### src/rtl/tkirq_pkg.sv
// shared constants for the thermal and push button interrupt block
package tkirq_pkg;
	// register index; byte address on the bus is four times the index
	localparam logic [7:0] TEMP_STAT_IDX = 8'h20;
	localparam logic [7:0] TEMP_MASK_IDX = 8'h21;
	localparam logic [7:0] TEMP_SENSE_IDX = 8'h22;
	localparam logic [7:0] KEY_STAT_IDX = 8'h24;
	localparam logic [7:0] KEY_MASK_IDX = 8'h25;
	localparam logic [7:0] KEY_SENSE_IDX = 8'h26;
	localparam int ADDR_W = 10;
	localparam int IDX_LSB = 2;
	// bit positions
	localparam int TEMP_LOW_BIT = 0;
	localparam int TEMP_HIGH_BIT = 2;
	localparam int KEY_PUSH_BIT = 0;
	localparam int KEY_HOLD_LSB = 1;
	localparam int HOLD_N = 5;
	// implemented bits; everything else reads zero
	localparam logic [7:0] TEMP_BITS = 8'h05;
	localparam logic [7:0] KEY_BITS = 8'h3F;
	localparam logic [7:0] STAT_RST = 8'h00;
	localparam logic [7:0] TEMP_MASK_RST = 8'h05;
	localparam logic [7:0] KEY_MASK_RST = 8'h3F;
	// timing
	localparam int CLK_FREQ_HZ = 250_000_000;
	localparam int TICK_TIME_MS = 1;
	localparam int MS_PER_S = 1000;
	localparam int TICK_CYCLES = TICK_TIME_MS * (CLK_FREQ_HZ / MS_PER_S);
	localparam int HOLD_1S_S = 1;
	localparam int HOLD_2S_S = 2;
	localparam int HOLD_3S_S = 3;
	localparam int HOLD_4S_S = 4;
	localparam int HOLD_8S_S = 8;
	localparam int HOLD_1S_TICKS = HOLD_1S_S * MS_PER_S / TICK_TIME_MS;
	localparam int HOLD_2S_TICKS = HOLD_2S_S * MS_PER_S / TICK_TIME_MS;
	localparam int HOLD_3S_TICKS = HOLD_3S_S * MS_PER_S / TICK_TIME_MS;
	localparam int HOLD_4S_TICKS = HOLD_4S_S * MS_PER_S / TICK_TIME_MS;
	localparam int HOLD_8S_TICKS = HOLD_8S_S * MS_PER_S / TICK_TIME_MS;
	localparam int HOLD_CNT_W = 14;
	// bus handshake states
	typedef enum logic [1:0] {
		TKIRQ_IDLE = 2'b01,
		TKIRQ_ACK = 2'b10
	} tkirq_bus_t;
endpackage

### src/rtl/tkirq_sync.sv
// two flip-flop synchroniser for asynchronous pin levels
`timescale 1ns/100ps
module tkirq_sync #(
	parameter int W = 1
) (
	input wire logic core_clk,
	input wire logic rst_b,
	input wire logic [W-1:0] d,
	output logic [W-1:0] q
);
	typedef struct packed {
		logic [W-1:0] s1;
		logic [W-1:0] s2;
	} tkirq_sync_st_t;

	tkirq_sync_st_t st_reg;
	tkirq_sync_st_t st_next;

	always_comb begin
		st_next.s1 = d;
		st_next.s2 = st_reg.s1;
	end

	always_ff @(posedge core_clk or negedge rst_b) begin
		if (!rst_b) begin
			st_reg <= '0;
		end else begin
			st_reg <= st_next;
		end
	end

	assign q = st_reg.s2;
endmodule

### src/rtl/tkirq_hold_timer.sv
// millisecond hold counter, runs while enabled, saturates
`timescale 1ns/100ps
module tkirq_hold_timer #(
	parameter int TICK_CYCLES = tkirq_pkg::TICK_CYCLES,
	parameter int CNT_W = tkirq_pkg::HOLD_CNT_W
) (
	input wire logic core_clk,
	input wire logic rst_b,
	input wire logic run,
	output logic [CNT_W-1:0] ms_count
);
	localparam int PRE_W = $clog2(TICK_CYCLES + 1);
	localparam logic [PRE_W-1:0] PRE_LAST = PRE_W'(TICK_CYCLES - 1);

	typedef struct packed {
		logic [PRE_W-1:0] pre;
		logic [CNT_W-1:0] cnt;
	} tkirq_tmr_st_t;

	tkirq_tmr_st_t st_reg;
	tkirq_tmr_st_t st_next;

	always_comb begin
		st_next = st_reg;
		// prescaler restarts on each press so a hold is timed from its start
		if (!run) begin
			st_next.pre = '0;
			st_next.cnt = '0;
		end else if (st_reg.pre == PRE_LAST) begin
			st_next.pre = '0;
			if (st_reg.cnt != '1) begin
				st_next.cnt = st_reg.cnt + CNT_W'(1);
			end
		end else begin
			st_next.pre = st_reg.pre + PRE_W'(1);
		end
	end

	always_ff @(posedge core_clk or negedge rst_b) begin
		if (!rst_b) begin
			st_reg <= '0;
		end else begin
			st_reg <= st_next;
		end
	end

	assign ms_count = st_reg.cnt;
endmodule

### src/rtl/tkirq_top.sv
// thermal crossing and push button interrupt controller, Avalon-MM slave
`timescale 1ns/100ps
module tkirq_top #(
	parameter int TICK_CYCLES = tkirq_pkg::TICK_CYCLES,
	parameter int HOLD_1S_TICKS = tkirq_pkg::HOLD_1S_TICKS,
	parameter int HOLD_2S_TICKS = tkirq_pkg::HOLD_2S_TICKS,
	parameter int HOLD_3S_TICKS = tkirq_pkg::HOLD_3S_TICKS,
	parameter int HOLD_4S_TICKS = tkirq_pkg::HOLD_4S_TICKS,
	parameter int HOLD_8S_TICKS = tkirq_pkg::HOLD_8S_TICKS
) (
	input wire logic core_clk,
	input wire logic rst_b,
	input wire logic [tkirq_pkg::ADDR_W-1:0] avs_address,
	input wire logic avs_read,
	input wire logic avs_write,
	input wire logic [31:0] avs_writedata,
	input wire logic [3:0] avs_byteenable,
	output logic [31:0] avs_readdata,
	output logic avs_waitrequest,
	input wire logic temp_low_cmp,
	input wire logic temp_high_cmp,
	input wire logic power_button_db_n,
	output logic irq_request_n
);
	localparam int CW = tkirq_pkg::HOLD_CNT_W;
	localparam int HN = tkirq_pkg::HOLD_N;

	typedef struct packed {
		tkirq_pkg::tkirq_bus_t bus;
		logic wait_b;
		logic [31:0] rdata;
		logic [7:0] temp_stat;
		logic [7:0] temp_mask;
		logic [7:0] key_stat;
		logic [7:0] key_mask;
		logic [HN-1:0] key_hold;
		logic [1:0] settle;
		logic armed;
		logic low_prev;
		logic high_prev;
		logic push_prev;
		logic irq_n;
	} tkirq_st_t;

	tkirq_st_t st_reg;
	tkirq_st_t st_next;

	logic [2:0] sync_q;
	logic temp_low_lvl;
	logic temp_high_lvl;
	logic pressed;
	logic [CW-1:0] ms_count;
	logic [7:0] reg_idx;
	logic wr_ack;
	logic [7:0] wr_byte;
	logic [7:0] temp_set;
	logic [7:0] key_set;
	logic [HN-1:0] hold_reached;

	tkirq_sync #(
		.W(3)
	) u_sync (
		.core_clk(core_clk),
		.rst_b(rst_b),
		.d({temp_low_cmp, temp_high_cmp, ~power_button_db_n}),
		.q(sync_q)
	);

	assign temp_low_lvl = sync_q[2];
	assign temp_high_lvl = sync_q[1];
	// inverted ahead of the flops so their reset value means released
	assign pressed = sync_q[0];

	tkirq_hold_timer #(
		.TICK_CYCLES(TICK_CYCLES),
		.CNT_W(CW)
	) u_timer (
		.core_clk(core_clk),
		.rst_b(rst_b),
		.run(pressed),
		.ms_count(ms_count)
	);

	// set wins over a clear arriving in the same cycle
	function automatic logic [7:0] w1c(input logic [7:0] stat, input logic [7:0] clr,
		input logic [7:0] set, input logic [7:0] bits);
		w1c = ((stat & ~clr) | set) & bits;
	endfunction

	function automatic logic reached(input logic [CW-1:0] cnt, input int thr);
		reached = cnt >= CW'(thr);
	endfunction

	function automatic logic [31:0] rd_mux(input logic [7:0] idx, input tkirq_st_t s,
		input logic lo, input logic hi, input logic push);
		logic [7:0] v;
		v = 8'h00;
		case (idx)
			tkirq_pkg::TEMP_STAT_IDX: v = s.temp_stat;
			tkirq_pkg::TEMP_MASK_IDX: v = s.temp_mask;
			tkirq_pkg::TEMP_SENSE_IDX: begin
				v[tkirq_pkg::TEMP_LOW_BIT] = lo;
				v[tkirq_pkg::TEMP_HIGH_BIT] = hi;
			end
			tkirq_pkg::KEY_STAT_IDX: v = s.key_stat;
			tkirq_pkg::KEY_MASK_IDX: v = s.key_mask;
			tkirq_pkg::KEY_SENSE_IDX: begin
				v[tkirq_pkg::KEY_PUSH_BIT] = push;
				v[tkirq_pkg::KEY_HOLD_LSB +: HN] = s.key_hold;
			end
			default: v = 8'h00;
		endcase
		rd_mux = {24'h000000, v};
	endfunction

	assign reg_idx = avs_address[tkirq_pkg::IDX_LSB +: 8];
	// write lands on the edge where waitrequest is seen low
	assign wr_ack = (st_reg.bus == tkirq_pkg::TKIRQ_ACK) && avs_write && avs_byteenable[0];
	assign wr_byte = avs_writedata[7:0];

	assign hold_reached = {
		reached(ms_count, HOLD_8S_TICKS),
		reached(ms_count, HOLD_4S_TICKS),
		reached(ms_count, HOLD_3S_TICKS),
		reached(ms_count, HOLD_2S_TICKS),
		reached(ms_count, HOLD_1S_TICKS)
	};

	always_comb begin
		temp_set = 8'h00;
		key_set = 8'h00;
		// armed waits out the synchroniser so a level present at reset is no crossing
		temp_set[tkirq_pkg::TEMP_LOW_BIT] = st_reg.armed && (temp_low_lvl != st_reg.low_prev);
		temp_set[tkirq_pkg::TEMP_HIGH_BIT] = st_reg.armed && (temp_high_lvl != st_reg.high_prev);
		// press and release both count, the debouncer only releases after a press
		key_set[tkirq_pkg::KEY_PUSH_BIT] = st_reg.armed && (pressed != st_reg.push_prev);
		key_set[tkirq_pkg::KEY_HOLD_LSB +: HN] = pressed ? (hold_reached & ~st_reg.key_hold) : '0;
	end

	always_comb begin
		st_next = st_reg;
		st_next.settle = {st_reg.settle[0], 1'b1};
		st_next.armed = st_reg.settle[1];
		st_next.low_prev = temp_low_lvl;
		st_next.high_prev = temp_high_lvl;
		st_next.push_prev = pressed;
		st_next.key_hold = pressed ? (st_reg.key_hold | hold_reached) : '0;
		case (st_reg.bus)
			tkirq_pkg::TKIRQ_IDLE: begin
				st_next.wait_b = 1'b1;
				if (avs_read || avs_write) begin
					st_next.bus = tkirq_pkg::TKIRQ_ACK;
					st_next.wait_b = 1'b0;
					st_next.rdata = avs_read ?
						rd_mux(reg_idx, st_reg, temp_low_lvl, temp_high_lvl, pressed) : 32'h00000000;
				end
			end
			tkirq_pkg::TKIRQ_ACK: begin
				st_next.bus = tkirq_pkg::TKIRQ_IDLE;
				st_next.wait_b = 1'b1;
			end
			default: begin
				st_next.bus = tkirq_pkg::TKIRQ_IDLE;
				st_next.wait_b = 1'b1;
			end
		endcase
		st_next.temp_stat = w1c(st_reg.temp_stat,
			(wr_ack && reg_idx == tkirq_pkg::TEMP_STAT_IDX) ? wr_byte : 8'h00,
			temp_set, tkirq_pkg::TEMP_BITS);
		st_next.key_stat = w1c(st_reg.key_stat,
			(wr_ack && reg_idx == tkirq_pkg::KEY_STAT_IDX) ? wr_byte : 8'h00,
			key_set, tkirq_pkg::KEY_BITS);
		if (wr_ack && reg_idx == tkirq_pkg::TEMP_MASK_IDX) begin
			st_next.temp_mask = wr_byte & tkirq_pkg::TEMP_BITS;
		end
		if (wr_ack && reg_idx == tkirq_pkg::KEY_MASK_IDX) begin
			st_next.key_mask = wr_byte & tkirq_pkg::KEY_BITS;
		end
		// registered from the next status and mask, so the request changes on the same edge as the status bit
		st_next.irq_n = ~(|(st_next.temp_stat & ~st_next.temp_mask) |
			|(st_next.key_stat & ~st_next.key_mask));
	end

	always_ff @(posedge core_clk or negedge rst_b) begin
		if (!rst_b) begin
			st_reg.bus <= tkirq_pkg::TKIRQ_IDLE;
			st_reg.wait_b <= 1'b1;
			st_reg.rdata <= 32'h00000000;
			st_reg.temp_stat <= tkirq_pkg::STAT_RST;
			st_reg.temp_mask <= tkirq_pkg::TEMP_MASK_RST;
			st_reg.key_stat <= tkirq_pkg::STAT_RST;
			st_reg.key_mask <= tkirq_pkg::KEY_MASK_RST;
			st_reg.key_hold <= '0;
			st_reg.settle <= 2'b00;
			st_reg.armed <= 1'b0;
			st_reg.low_prev <= 1'b0;
			st_reg.high_prev <= 1'b0;
			st_reg.push_prev <= 1'b0;
			st_reg.irq_n <= 1'b1;
		end else begin
			st_reg <= st_next;
		end
	end

	assign avs_readdata = st_reg.rdata;
	assign avs_waitrequest = st_reg.wait_b;
	assign irq_request_n = st_reg.irq_n;

	a_temp_low_set: assert property (@(posedge core_clk) disable iff (!rst_b)
		st_reg.armed && temp_low_lvl != st_reg.low_prev |=> st_reg.temp_stat[0])
		else $error("low threshold crossing did not set status");

	a_temp_high_set: assert property (@(posedge core_clk) disable iff (!rst_b)
		st_reg.armed && temp_high_lvl != st_reg.high_prev |=> st_reg.temp_stat[2])
		else $error("high threshold crossing did not set status");

	a_w1c_clears: assert property (@(posedge core_clk) disable iff (!rst_b)
		wr_ack && reg_idx == tkirq_pkg::KEY_STAT_IDX && wr_byte[1] && !key_set[1]
		|=> !st_reg.key_stat[1])
		else $error("write one did not clear status");

	a_stat_sticky: assert property (@(posedge core_clk) disable iff (!rst_b)
		st_reg.temp_stat[0] && !(wr_ack && reg_idx == tkirq_pkg::TEMP_STAT_IDX && wr_byte[0])
		|=> st_reg.temp_stat[0])
		else $error("status bit dropped without a clear");

	a_irq_unmasked: assert property (@(posedge core_clk) disable iff (!rst_b)
		|(st_reg.key_stat & ~st_reg.key_mask) |-> !irq_request_n)
		else $error("unmasked status did not assert request");

	a_irq_masked: assert property (@(posedge core_clk) disable iff (!rst_b)
		!(|(st_reg.temp_stat & ~st_reg.temp_mask)) && !(|(st_reg.key_stat & ~st_reg.key_mask))
		|-> irq_request_n)
		else $error("request asserted with nothing unmasked");

	a_temp_sense_read: assert property (@(posedge core_clk) disable iff (!rst_b)
		st_reg.bus == tkirq_pkg::TKIRQ_IDLE && avs_read && reg_idx == tkirq_pkg::TEMP_SENSE_IDX
		|=> avs_readdata[0] == $past(temp_low_lvl) && avs_readdata[2] == $past(temp_high_lvl)
		&& !avs_waitrequest)
		else $error("thermal sense read mismatch");

	a_push_event: assert property (@(posedge core_clk) disable iff (!rst_b)
		st_reg.armed && $changed(pressed) |=> st_reg.key_stat[0])
		else $error("button level change did not set push status");

	a_hold_event: assert property (@(posedge core_clk) disable iff (!rst_b)
		pressed && ms_count >= CW'(HOLD_1S_TICKS) && !st_reg.key_hold[0]
		|=> st_reg.key_stat[1] && st_reg.key_hold[0])
		else $error("one second hold missed");

	a_hold_8s: assert property (@(posedge core_clk) disable iff (!rst_b)
		pressed && ms_count < CW'(HOLD_8S_TICKS) |=> !st_reg.key_hold[4] || $past(st_reg.key_hold[4]))
		else $error("eight second hold flagged early");

	a_push_sense_read: assert property (@(posedge core_clk) disable iff (!rst_b)
		st_reg.bus == tkirq_pkg::TKIRQ_IDLE && avs_read && reg_idx == tkirq_pkg::KEY_SENSE_IDX
		|=> avs_readdata[0] == $past(pressed))
		else $error("push sense read mismatch");

	a_hold_release: assert property (@(posedge core_clk) disable iff (!rst_b)
		!pressed |=> st_reg.key_hold == '0)
		else $error("hold sense survived release");

	a_unused_zero: assert property (@(posedge core_clk) disable iff (!rst_b)
		(st_reg.temp_stat & ~tkirq_pkg::TEMP_BITS) == 8'h00
		&& (st_reg.key_mask & ~tkirq_pkg::KEY_BITS) == 8'h00)
		else $error("unused bit became set");
endmodule

### config.mk
export PLATFORM = sky130hd
export DESIGN_NAME = tkirq_top
export DESIGN_NICKNAME = d
export VERILOG_FILES = /design/src/rtl/tkirq_pkg.sv /design/src/rtl/tkirq_sync.sv /design/src/rtl/tkirq_hold_timer.sv /design/src/rtl/tkirq_top.sv
export SDC_FILE = /design/constraint.sdc
export NUM_CORES = 1
export LEC_CHECK = 0
export BUFFER_PORTS_ARGS = -buffer_cell sky130_fd_sc_hd__buf_2
export CAP_MARGIN = 10
export CELL_PAD_IN_SITES_DETAIL_PLACEMENT = 2
export CELL_PAD_IN_SITES_GLOBAL_PLACEMENT = 2
export CORE_MARGIN = 3
export CORE_UTILIZATION = 31
export DETAILED_ROUTE_END_ITERATION = 16
export PLACE_DENSITY = 0.77
export SYNTH_ARGS = -nofsm -noshare
export SYNTH_HDL_FRONTEND = slang
export SYNTH_SLANG_ARGS = --single-unit
export TNS_END_PERCENT = 5
### constraint.sdc
create_clock -name core_clk -period 3.4 [get_ports core_clk]
set_input_delay 0.51 -clock core_clk [delete_from_list [all_inputs] [get_ports core_clk]]
set_output_delay 0.51 -clock core_clk [all_outputs]
set_load 0.1 [all_outputs]
# ---- Yosys cells after proc, flatten, opt, wreduce, memory -nomap -nowiden
# Cells that the tools add are included.
dict set report totals {
  inputBits 53
  wordCells 89
  reg_bits 109
}
dict set report op_classes {
  addsub 2
  muxes 18
  reduce_logical 14
  n_eq_ne 16
  n_bitwise 16
  n_lt_le_gt_ge 5
}
# op n
set op_table {}
lappend op_table {{$eq 8x6->1 const B} 6}
lappend op_table {{$mux 35} 1}
lappend op_table {{$mux 32} 1}
lappend op_table {{$ge 14x12->1 const B} 2}
lappend op_table {{$mux 14} 2}
lappend op_table {{$mux 8} 3}
lappend op_table {{$add 18x1->18 const B} 1}
lappend op_table {{$eq 18x18->1 const B} 1}
lappend op_table {{$mux 18} 1}
lappend op_table {{$not 8->8} 2}
lappend op_table {{$reduce_or 8->1} 2}
lappend op_table {{$add 14x1->14 const B} 1}
lappend op_table {{$ge 14x10->1 const B} 1}
lappend op_table {{$ge 14x11->1 const B} 1}
lappend op_table {{$ge 14x13->1 const B} 1}
lappend op_table {{$ne 14x14->1 const B} 1}
lappend op_table {{$pmux 1 s6} 2}
lappend op_table {{$pmux 3 s4} 1}
lappend op_table {{$mux 5} 2}
lappend op_table {{$logic_and 1x1->1} 9}
lappend op_table {{$and 3x8->8} 1}
lappend op_table {{$and 6x8->8} 1}
lappend op_table {{$and 6x6->6} 1}
lappend op_table {{$mux 3} 2}
lappend op_table {{other kinds (20)} 25}

# ---- Longest topological paths before layout
# Gate-level depths: netlist of the first run.
dict set report logic_depth {
  word_depth 12
  mapped_depth 8
  mapped_depth_nobuf 7
}

# ---- Hierarchy
# A second synthesis of the first run with hierarchy kept.
dict set report unflattened {
  hier_cells 440
  hier_area_um2 4578.1
}
# module cells_per_inst area_per_inst_um2 instances
set by_module_without_submodules {}
lappend by_module_without_submodules {tkirq_top 232 2514.9 1}
lappend by_module_without_submodules {tkirq_hold_timer 202 1913.1 1}
lappend by_module_without_submodules {tkirq_sync 6 150.1 1}

# ---- Least setup slack after synthesis of the first run
# Ideal clock, no wire load.
dict set report synth_path {
  path_type {input -> register}
  startpoint {input port avs_address[5] (netlist name)}
  endpoint {register st_reg, in the netlist irq_request_n}
  arrival_time_ns 2.110
  t_required_ns 3.321
  path_buffers 0
  cell_stages 6
  slack_ns 1.212
  setup_time_ns 0.079
  path_cell_list {or4b_4 nor3_4 nand4_4 mux2_4 a2bb2oi_1 and4_1}
}
# element line
set synth_rtl {}
lappend synth_rtl {{start, declared} tkirq_top.sv:13} ;# input wire logic [tkirq_pkg::ADDR_W-1:0] avs_address,
lappend synth_rtl {{end signal, assigned} tkirq_top.sv:201} ;# st_reg <= st_next;
lappend synth_rtl {{end, declared} tkirq_top.sv:45} ;# tkirq_st_t st_reg;

# ---- Worst setup path in the final report of the first run
dict set report layout_path {
  startpoint {register u_timer.st_reg[23] (netlist name)}
  endpoint {register u_timer.st_reg, in the netlist u_timer.ms_count[8]}
}
dict set report layout_between {
  elab_chain_len 3
}
# element line
set layout_rtl {}
lappend layout_rtl {{start, declared} tkirq_hold_timer.sv:20} ;# tkirq_tmr_st_t st_reg;
lappend layout_rtl {{start signal, assigned} tkirq_hold_timer.sv:43} ;# st_reg <= st_next;
lappend layout_rtl {{$eq 18x18->1} tkirq_hold_timer.sv:29} ;# end else if (st_reg.pre == PRE_LAST) begin
lappend layout_rtl {{$ne 2x1->1 (no source line)} -}
lappend layout_rtl {{$reduce_and 2->1 (no source line)} -}
# No other way between the ends.
# A chain may end at the register's enable or synchronous reset.

==> metrics.md, run 1 <==
| Metric | Value |
|---|---|
| Cts hold-fix bufs | `0` |
| Synth unique cells | `64` |
| Synth Area in Simple Gates | `19.9%` |
| #FFs+latches synth | `85` |
| Gpl congestion | `0.742` |
| Port bufs | `31` |
| Leak | `2.13 nW` |
| Max reg flops | `35` |
| Minimum clock period | `2380 ps` |
| Detail Placement HPWL | `7310 um` |
| EDFF count, synth | `0` |
| Pre-CTS setup slack | `735 ps` |
| Sum Neg Setup Slack | `0 ps` |
| FF-to-FF path depth | `7` |
| Share of layout cells above drive strength 1 | `17.6%` |
| Synth warn | `0` |
| Hold Crit Class | `primary input to flip-flop` |
| Mux cell area share after synthesis | `5.24%` |
| Vias in the first global route | `3,374` |
| Top cells by area, synth | `dfrtp_1 44%, dfstp_2 6.9%, buf_4 5.9%` |
| Worst skew pair latency | `350 ps` |
| Largest net degree at the start of global routing | `86` |
| Critical path buffers and inverters | `1` |
| Seq/Total Area, Yosys | `50.9%` |
| Peak supply drop | `0.242 mV` |
| Area share of the largest cell type after synthesis | `44.0%` |
| Flop2flop setup slack | `1020 ps` |
| Overall die area | `0.0150 sq mm` |
| CTS Buffer Depth | `2` |
| Largest family of logic cells by synthesized area | `simple AND/OR/NAND/NOR gates` |
| Crit path launch type | `flip-flop` |
| Core ar. | `0.0129 sq mm` |
| Nets@finish | `484` |
| Post-synthesis adder-cell area fraction | `0.893%` |
| Worst setup startpoint | `u_timer.st_reg[23]` |
| RR Startpoint | `u_timer.st_reg[23]` |
| Ant diodes | `0` |
| Post-synth ARST share | `100%` |
| Status | `finished clean` |
| Crit Path Max Fanout | `7` |
| Htree depth | `3` |
| Crit path depth | `7` |
| Max-slew violations | `0` |
| Setup Skew | `6.05 ps` |
| Vias per Instance | `4.85` |
| DR pass1 iterations | `4` |
| Post-CTS Setup Inserts | `0` |
| Delay of the slowest critical-path stage | `450 ps` |
| Initial antenna violation count | `0` |
| Fmax | `420 MHz` |
| Sink Count | `85` |
| # resized after CTS | `0` |
| Clock Pin Slew Worst Setup and Hold Paths | `60 ps` |
| Critical path type | `flip-flop to flip-flop` |
| Root Buffer | `clkbuf_16` |
| RSZ-0062 raised after global routing | `false` |
| WP data required | `3660 ps` |
| Post-route total power | `2.42 mW` |
| Die width | `122 um` |
| DR vias | `2,933` |
| Power per Cell Area | `514 mW/mm^2` |
| DRT iter0 DRCs | `123` |
| Worst slew pin tran | `1100 ps` |
| Final wirelength | `10,400 um` |
| Slowest CP cell | `nor4bb_1` |
| Top post-synthesis cells by count | `74 x dfrtp_1, 47 x nor2_1, 33 x buf_4, 32 x nand2_1, 20 x inv_1` |
| Endpoint type of the worst setup path | `flip-flop` |
| Hold Path Cell Cnt | `1` |
| Final worst slack | `1020 ps` |
| CTS tree | `yes` |
| Post-DRT Antenna Nets | `0` |
| Top Ports | `87` |
| Die height | `122 um` |
| Worst slew margin | `26.8%` |
| Final Hold Fails | `0` |
| Max-cap violations | `0` |
| Delay-heaviest family, CP | `simple AND/OR/NAND/NOR gates` |
| Initial Util | `32.5%` |
| CP arrival | `2640 ps` |
| Cells after Synth | `401` |
| Leading area contributor after synthesis | `dfrtp_1` |
| Xor and xnor area share after synthesis | `5.42%` |
| Tcrit/Tclk final | `70.0%` |
| Most common cell in the synthesized netlist | `dfrtp_1` |
| Final setup fails | `0` |
| Crit path cell chain | `nor4bb_1 -> nand3_1 -> o21ai_1 -> buf_4 -> nand3b_1 -> nor3_1 -> mux2i_1` |
| Syn_area_per_cell | `10.5 sq um` |
| Complex-gate fraction of the synthesized area | `8.54%` |
| Routed wire per std cell | `17.1 um` |
| GRT Total Usage | `15.0%` |
| Area growth syn-to-layout | `11.8%` |
| Ys flop type | `dfrtp_1` |
| Total CTS buffers | `9` |
| First-pass GRT wire length | `17,600 um` |
| Crit path to | `u_timer.ms_count[8]` |
| Cell Area, Synth | `0.00421 sq mm` |
| Worst R2R End | `u_timer.ms_count[8]` |
| Rows | `41` |
| DRC | `0` |
| Overflow after GRT | `0` |
## layout make-up
type | count | area [sq um]
Timing Repair Buffer | 34 | 180
Sequential cell | 85 | 2140
Clock buffer | 13 | 270
Inverter | 21 | 78.8
Multi-Input combinational cell | 277 | 1770
Fill cell | 1423 | 8220
Tap cell | 172 | 215
Clock inverter | 3 | 43.8
## worst min path at each step
stage                            startpoint                 to  slack [ps]
final                         temp_high_cmp  u_sync.st_next[1]         270
after global routing          temp_high_cmp  u_sync.st_next[1]         260
after CTS                     temp_high_cmp  u_sync.st_next[1]         260
after detailed placement  u_sync.st_next[1]        u_sync.q[1]         340
after global placement           st_next[6]         st_next[4]         330
after floorplan                       rst_b    avs_readdata[0]         210
## power by group
group | leakage, nW | internal, mW | switching [mW]
Combinational | 0.891 | 0.0459 | 0.261
Clock | 0.156 | 0.630 | 0.403
Sequential | 1.09 | 1.05 | 0.0249
Total | 2.13 | 1.73 | 0.689
## kinds of logic after synthesis
| logic type | Yosys count |
|---|---|
| xor gates and xnor gates | 26 |
| muxes | 19 |
| AOI/OAI and AO/OA | 52 |
| other | 2 |
| and+or+nand+nor | 152 |
| adders and majority gates | 3 |
| buffers and inverters | 62 |
| DFF | 85 |
## routing by layer
metal	up-vias	routed length (um)	global-route usage (%)	part of all wire (%)
met2	40	5390	26.3	52
met5	-	0	0	0
met4	0	118	4.13	1.1
li1	1381	-	-	-
met3	8	435	4.56	4.2
met1	1504	4410	17.9	43
## stage by stage
step / area (sq um) / cells / utilization [%] / hold slack [ps]
2_1_floorplan: 4290 / 424 / - / 214
3_3_place_gp: 4390 / 589 / 34.0 / 331
3_5_place_dp: 4390 / 589 / 34.0 / 338
4_1_cts: 4700 / 605 / 36.4 / 256
5_1_grt: 4700 / 605 / 36.4 / 264
6_report: 4700 / 605 / 36.4 / 269
## cells in the final DEF (no fill, tap or decap), types with 3 or more instances in the layout
cell type,count
nand4_1,9
xnor2_1,8
nor2_1,47
nand4b_1,3
clkbuf_16,9
and3_1,4
o21ai_0,16
or3_1,3
xor2_1,18
conb_1,25
buf_4,4
a21oi_1,5
a32o_1,4
nand3_1,13
nor3_1,5
nand2b_1,4
ha_1,3
dfrtp_1,74
clkbuf_8,3
a22oi_1,5
inv_1,20
mux2i_1,16
dfstp_2,11
buf_2,30
a22o_1,3
and2b_1,6
a221oi_1,3
nand2_1,32
No activity file was read; power rests on OpenSTA's default activity.
==> inputs of run 2 (changes only) <==
--- a/config.mk
+++ b/config.mk
@@ -5,6 +5,7 @@
 export SDC_FILE = /design/constraint.sdc
 export NUM_CORES = 1
 export LEC_CHECK = 0
+export ABC_AREA = 1
 export BUFFER_PORTS_ARGS = -buffer_cell sky130_fd_sc_hd__buf_2
 export CAP_MARGIN = 10
 export CELL_PAD_IN_SITES_DETAIL_PLACEMENT = 2
@@ -12,7 +13,7 @@
 export CORE_MARGIN = 3
 export CORE_UTILIZATION = 31
 export DETAILED_ROUTE_END_ITERATION = 16
-export PLACE_DENSITY = 0.77
+export PLACE_DENSITY = 0.81
 export SYNTH_ARGS = -nofsm -noshare
 export SYNTH_HDL_FRONTEND = slang
 export SYNTH_SLANG_ARGS = --single-unit
==> constraint.sdc (replaced) <==
create_clock -name core_clk -period 2.4 [get_ports core_clk]
set_input_delay 0.36 -clock core_clk [delete_from_list [all_inputs] [get_ports core_clk]]
set_output_delay 0.36 -clock core_clk [all_outputs]
set_load 0.1 [all_outputs]
==> metrics.md, run 2 <==
| Metric | Value |
|---|---|
| Tcrit/Tclk final | `79.7% (+9.6 points)` |
| Delay of the slowest critical-path stage | `370 ps (-80 ps)` |
| Leak | `2.59 nW (+21%)` |
| Routed wire per std cell | `16.1 um (-5.7%)` |
| Gpl congestion | `0.791 (+6.5%)` |
| Total CTS buffers | `9 (unchanged)` |
| Worst R2R End | `u_timer.st_reg[30]` |
| HP Start | `temp_low_cmp` |
| DR vias | `3,695 (+26%)` |
| Minimum clock period | `1910 ps (-470 ps)` |
| Most common cell in the synthesized netlist | `nand2_1` |
| Hold WS | `121 ps (-148 ps)` |
| Synth unique cells | `40 (-38%)` |
| Top cells by area, synth | `dfrtp_1 40%, nand2_1 11%, dfstp_2 6.3%` |
| Cell Area, Synth | `0.00460 sq mm (+9.3%)` |
| CTS Buffer Depth | `2 (unchanged)` |
| Final setup fails | `0 (unchanged)` |
| Htree depth | `3 (unchanged)` |
| Area share of the largest cell type after synthesis | `40.3% (-3.8 points)` |
| CTS tree | `yes` |
| M1 wire length | `5090 um (+15%)` |
| Die width | `128 um (+4.3%)` |
| Detail Placement HPWL | `9360 um (+28%)` |
| First-pass GRT wire length | `21,300 um (+21%)` |
| Syn_area_per_cell | `8.22 sq um (-22%)` |
| Crit Path Max Fanout | `3 (-4)` |
| #FFs+latches synth | `85 (unchanged)` |
| Fmax | `523 MHz (+25%)` |
| GRT Total Usage | `16.5% (+1.4 points)` |
| Cts hold-fix bufs | `1 (+1)` |
| Synth warn | `0 (unchanged)` |
| Max-slew violations | `0 (unchanged)` |
| Slowest CP cell | `dfrtp_1` |
| RR Startpoint | `u_timer.st_reg[14]` |
| Crit path cell chain | `ha_1 -> nand3_1 -> nor2_2 -> nand2_1 -> nor2_2 -> nand2_1 -> nor2_2 -> nand2_1 -> xor2_1 -> nor2_1` |
| Hold Crit Class | `primary input to flip-flop` |
| Status | `finished clean` |
| CP arrival | `2140 ps (-500 ps)` |
| DRT iter0 DRCs | `153 (+24%)` |
| Overall die area | `0.0163 sq mm (+8.9%)` |
| FF-to-FF path depth | `10 (+3)` |
| Met2 wire length | `6810 um (+26%)` |
| Share of layout cells above drive strength 1 | `19.6% (+2.0 points)` |
| Die height | `128 um (+4.3%)` |
| Ant diodes | `0 (unchanged)` |
| Post-CTS Setup Inserts | `0 (unchanged)` |
| Sum Neg Setup Slack | `0 ps (unchanged)` |
| EDFF count, synth | `0 (unchanged)` |
| Delay-heaviest family, CP | `simple AND/OR/NAND/NOR gates` |
| Ys flop type | `dfrtp_1` |
| Vias in the first global route | `4,177 (+24%)` |
| DRC | `0 (unchanged)` |
| WP data required | `2630 ps (-1030 ps)` |
| Final Hold Fails | `0 (unchanged)` |
| Nets@finish | `648 (+34%)` |
| Max Used Layer | `met4` |
| Flop2flop setup slack | `490 ps (-530 ps)` |
| Cells after Synth | `559 (+39%)` |
| Final worst slack | `488 ps (-530 ps)` |
| Max-cap violations | `0 (unchanged)` |
| Setup Skew | `7.38 ps (+1.32 ps)` |
| Critical path buffers and inverters | `0 (-1)` |
| Initial antenna violation count | `0 (unchanged)` |
| Largest net degree at the start of global routing | `37 (-57%)` |
| Power per Cell Area | `674 mW/mm^2 (+31%)` |
| Top post-synthesis cells by count | `132 x nand2_1, 74 x dfrtp_1, 61 x inv_1, 58 x nor2_1, 34 x buf_4` |
| Commonest cells after routing, fill and taps aside | `132 x nand2_1, 74 x dfrtp_1, 61 x inv_1, 58 x nor2_1, 31 x nand3_1` |
| Port bufs | `31 (unchanged)` |
| Fillers | `1,651 (+16%)` |
| Worst slew pin tran | `827 ps (-272 ps)` |
| Endpoint type of the worst setup path | `flip-flop` |
| Most common cell after layout, fill and taps aside | `nand2_1` |
| Critical path type | `flip-flop to flip-flop` |
| Post-DRT Antenna Nets | `0 (unchanged)` |
| Root Buffer | `clkbuf_16` |
| DR pass1 iterations | `4 (unchanged)` |
| Max reg flops | `35 (unchanged)` |
| Hold endpoint | `u_sync.st_next[2]` |
| Sink Count | `85 (unchanged)` |
| Routed wl met3 | `418 um (-3.9%)` |
| Pre-CTS setup slack | `399 ps (-337 ps)` |
| Final wirelength | `12,500 um (+21%)` |
| Worst skew pair latency | `350 ps (about the same)` |
| Clock Pin Slew Worst Setup and Hold Paths | `60 ps (about the same)` |
| Hold Path Cell Cnt | `1 (unchanged)` |
| Worst slew margin | `44.5% (+18 points)` |
| Top Ports | `87 (unchanged)` |
| Initial Util | `32.4% (-0.17 points)` |
| Dpl cell area | `0.00482 sq mm (+9.7%)` |
| Leading area contributor after synthesis | `dfrtp_1` |
| Post-synth ARST share | `100% (unchanged)` |
| RSZ-0062 raised after global routing | `false` |
| Area growth syn-to-layout | `11.6%` |
| Design area | `0.00513 sq mm (+9.1%)` |
| Vias per Instance | `4.76 (-1.9%)` |
| Core ar. | `0.0142 sq mm (+9.9%)` |
| # resized after CTS | `0 (unchanged)` |
| Peak supply drop | `0.347 mV (+43%)` |
| Crit path launch type | `flip-flop` |
| Overflow after GRT | `0 (unchanged)` |
| Seq/Total Area, Yosys | `46.6% (-4.3 points)` |
| Rows | `43 (+4.9%)` |
[run 2: kinds of logic (layout without fill, tap and decap cells)]
group,after synthesis,in the layout,synth area share (%)
AO/OA/AOI/OAI,54,54,7.62
XOR/XNOR,21,21,4.00
adder cells (fa/ha/maj),3,3,0.817
buffers and inverters,111,126,12.7
flip-flops,85,85,46.6
other,2,25,0.163
AND/OR/NAND/NOR,283,283,28.1
[run 2: layer usage]
layer,up-vias,track usage (%)
met2,54,30.5
met5,-,0
met4,0,4.49
met1,1858,18.9
met3,19,3.92
li1,1764,-
[run 2: worst register-to-register path, delay by kind of cell, from the launching register on]
family	cells	cell delay, ps
simple gates	8	1060
flops	1	370
fa+ha+maj	1	220
xor+xnor	1	150
[run 2: cell type report]
class	count	area [sq um]	share of cell area [%]
tap	180	225	4.39
timing repair buffer	39	233	4.54
clock inverter	5	60.1	1.17
clock buffer	11	243	4.73
inverter	71	272	5.29
sequential	85	2140	41.7
multi-input combinational	386	1960	38.1
[run 2: where the power goes]
part,internal (mW),leakage [nW],switching (mW)
sequential,1.49,1.07,0.0254
clock,0.838,0.146,0.600
combinational,0.0734,1.37,0.426
[run 2: worst max path at each step]
stage | startpoint | end | cells past startpoint
finish | u_timer.st_reg[14] | u_timer.st_reg[30] | 10
global route | u_timer.st_reg[14] | u_timer.st_reg[30] | 10
CTS | u_timer.st_reg[14] | u_timer.st_reg[30] | 10
detailed placement | avs_address[8] | avs_readdata[5] | 9
global placement | avs_address[6] | avs_readdata[1] | 9
floorplan | u_timer.ms_count[0] | u_timer.ms_count[9] | 11
[run 2: through the flow]
step,cells,power (mW),utilization [%]
3_5_place_dp,760,2.04,33.9
6_report,777,3.46,36.1
3_3_place_gp,760,2.02,33.9
2_1_floorplan,582,1.95,-
5_1_grt,777,3.60,36.1
4_1_cts,777,3.52,36.1
==> inputs of run 3 (changes only) <==
--- a/config.mk
+++ b/config.mk
@@ -5,7 +5,7 @@
 export SDC_FILE = /design/constraint.sdc
 export NUM_CORES = 1
 export LEC_CHECK = 0
-export ABC_AREA = 1
+export ABC_AREA = 0
 export BUFFER_PORTS_ARGS = -buffer_cell sky130_fd_sc_hd__buf_2
 export CAP_MARGIN = 10
 export CELL_PAD_IN_SITES_DETAIL_PLACEMENT = 2
@@ -13,7 +13,7 @@
 export CORE_MARGIN = 3
 export CORE_UTILIZATION = 31
 export DETAILED_ROUTE_END_ITERATION = 16
-export PLACE_DENSITY = 0.81
+export PLACE_DENSITY = 0.77
 export SYNTH_ARGS = -nofsm -noshare
 export SYNTH_HDL_FRONTEND = slang
 export SYNTH_SLANG_ARGS = --single-unit
==> constraint.sdc (replaced) <==
create_clock -name core_clk -period 2 [get_ports core_clk]
set_input_delay 0.3 -clock core_clk [delete_from_list [all_inputs] [get_ports core_clk]]
set_output_delay 0.3 -clock core_clk [all_outputs]
set_load 0.1 [all_outputs]
==> metrics.md, run 3 (synthesis gave the netlist of run 1 again) <==
| Metric | Value |
|---|---|
| Most common cell after layout, fill and taps aside | `dfrtp_1` |
| CP arrival | `2180 ps (+40 ps)` |
| Inst Count DP | `619 (-19%)` |
| Ant diodes | `0 (unchanged)` |
| Multi-input logic area | `0.00182 sq mm (-6.8%)` |
| Top Ports | `87 (unchanged)` |
| Core ar. | `0.0129 sq mm (-9.0%)` |
| Vias in the first global route | `3,561 (-15%)` |
| Fmax | `529 MHz (+1.2%)` |
| Detail Placement HPWL | `8130 um (-13%)` |
| Sum Neg Setup Slack | `0 ps (unchanged)` |
| Final wirelength | `11,000 um (-12%)` |
| Largest net degree at the start of global routing | `39 (+5.4%)` |
| FF-to-FF path depth | `7 (-3)` |
| Critical path type | `flip-flop to flip-flop` |
| Max reg flops | `35 (unchanged)` |
| Hold WS | `56.6 ps (-64.4 ps)` |
| Sink Count | `85 (unchanged)` |
| Share of layout cells above drive strength 1 | `25.2% (+5.6 points)` |
| RSZ-0062 raised after global routing | `true` |
| Peak supply drop | `0.375 mV (+7.9%)` |
| CTS tree | `yes` |
| Vias per Instance | `4.90 (+3.1%)` |
| RR Startpoint | `st_reg[77]` |
| Register area | `0.00214 sq mm (unchanged)` |
| Hold endpoint | `u_sync.st_next[1]` |
| Final Hold Fails | `0 (unchanged)` |
| Flop2flop setup slack | `110 ps (-380 ps)` |
| WP data required | `2290 ps (-340 ps)` |
| Overflow after GRT | `0 (unchanged)` |
| Endpoint type of the worst setup path | `flip-flop` |
| Die height | `122 um (-4.2%)` |
| CTS Buffer Depth | `2 (unchanged)` |
| Slowest CP cell | `dfstp_2` |
| Initial Util | `32.5% (+0.17 points)` |
| Total CTS buffers | `9 (unchanged)` |
| Tcrit/Tclk final | `94.5% (+15 points)` |
| First-pass GRT wire length | `18,700 um (-13%)` |
| DR pass1 iterations | `4 (unchanged)` |
| Port bufs | `31 (unchanged)` |
| Worst R2R End | `irq_request_n` |
| Max-slew violations | `0 (unchanged)` |
| Initial antenna violation count | `0 (unchanged)` |
| Minimum clock period | `1890 ps (-21.9 ps)` |
| Post-route total power | `4.15 mW (+20%)` |
| Root Buffer | `clkbuf_16` |
| Nets@finish | `516 (-20%)` |
| Crit path launch type | `flip-flop` |
| DR vias | `3,124 (-15%)` |
| Area growth syn-to-layout | `19.1%` |
| Die width | `122 um (-4.2%)` |
| Clock Pin Slew Worst Setup and Hold Paths | `60 ps (about the same)` |
| GRT Total Usage | `16.1% (-0.34 points)` |
| Overall die area | `0.0150 sq mm (-8.1%)` |
| Crit path cell chain | `nand4b_1 -> nor4_4 -> buf_4 -> nand2_1 -> a32o_1 -> a22oi_2 -> and4_1` |
| Worst slew pin tran | `756 ps (-70.8 ps)` |
| Worst skew pair latency | `350 ps (about the same)` |
| Crit Path Max Fanout | `5 (+2)` |
| Fillers | `1,410 (-15%)` |
| Rows | `41 (-4.7%)` |
| Status | `finished clean` |
| Power per Cell Area | `829 mW/mm^2 (+23%)` |
| Finished Layout Cells | `637 (-18%)` |
| Htree depth | `3 (unchanged)` |
| Post-DRT Antenna Nets | `0 (unchanged)` |
| Leak | `2.30 nW (-11%)` |
| HP Start | `temp_high_cmp` |
| Gpl congestion | `0.785 (-0.73%)` |
| DRC | `0 (unchanged)` |
| Routed wire per std cell | `17.3 um (+7.4%)` |
| Max-cap violations | `0 (unchanged)` |
| Delay of the slowest critical-path stage | `370 ps (about the same)` |
| DRT iter0 DRCs | `153 (unchanged)` |
| Worst slew margin | `49.3% (+4.8 points)` |
| Final setup fails | `0 (unchanged)` |
| Hold Path Cell Cnt | `1 (unchanged)` |
| Commonest cells after routing, fill and taps aside | `74 x dfrtp_1, 45 x nor2_1, 34 x buf_4, 31 x nand2_1, 30 x buf_2` |
| Hold Crit Class | `primary input to flip-flop` |
| Setup Skew | `7.52 ps (+0.139 ps)` |
run 3: cell count changes in the layout (fill, tap and decap cells not counted), sizes merged, moves of 19 or more:
cell / change
nand2: -115
inv: -48
buf: +27
nor2: -23
nand3: -20
o21ai: -19
run 3: metrics by stage:
stage	setup slack, ps	utilization, %	area, sq um
after floorplan	21.7	-	4290
after global placement	-232	35.8	4630
after detailed placement	-292	35.8	4630
after CTS	46.1	38.3	4950
after global routing	-47.2	38.7	5010
final	110	38.7	5010
run 3: worst max-delay path: cells and delay by family, from the launching register on:
| family | cells | cell delay, ps |
|---|---|---|
| AOI/OAI and AO/OA | 2 | 430 |
| buffers and inverters | 1 | 190 |
| DFF | 1 | 370 |
| and+or+nand+nor | 4 | 840 |
run 3: report_power, final:
part | switching, mW | internal [mW] | total, mW
clock network | 0.681 | 1.08 | 1.76
registers | 0.0365 | 1.79 | 1.83
logic | 0.465 | 0.101 | 0.566
total | 1.18 | 2.97 | 4.15
run 3: final cells by class:
type	instances	share of cell area (%)
Timing Repair Buffer	66	8.70
Multi-Input combinational cell	277	36.4
Tap cell	172	4.30
Inverter	21	1.57
Clock buffer	14	5.47
Sequential cell	85	42.8
Clock inverter	2	0.775
run 3: layer usage:
metal / GRT usage, % / share of wire (%) / vias to the layer above / wire [um]
met5: 0 / 0 / - / 0
met4: 4.55 / 1.3 / 0 / 142
met3: 4.42 / 3.5 / 14 / 385
met2: 29.4 / 53 / 51 / 5900
met1: 18.5 / 42 / 1612 / 4600
li1: - / - / 1447 / -
run 3: what timing repair did:
action | CTS | global route
buffers inserted | 0 | 1
hold buffers | 1 | 0
hold endpoints to repair | 18 | 0
endpoints found under the setup margin | 0 | 10
gates resized for setup | 0 | 12
run 3: worst max-delay path by stage:
| stage | from | endpoint | slack (ps) | depth (start not counted) |
|---|---|---|---|---|
| after floorplan | avs_address[5] | irq_request_n | 20 | 6 |
| after global placement | avs_address[5] | irq_request_n | -230 | 8 |
| after detailed placement | avs_address[5] | irq_request_n | -290 | 8 |
| after CTS | avs_address[5] | irq_request_n | 50 | 7 |
| after global routing | u_timer.st_reg[14] | u_timer.ms_count[13] | -50 | 8 |
| final | st_reg[77] | irq_request_n | 110 | 7 |
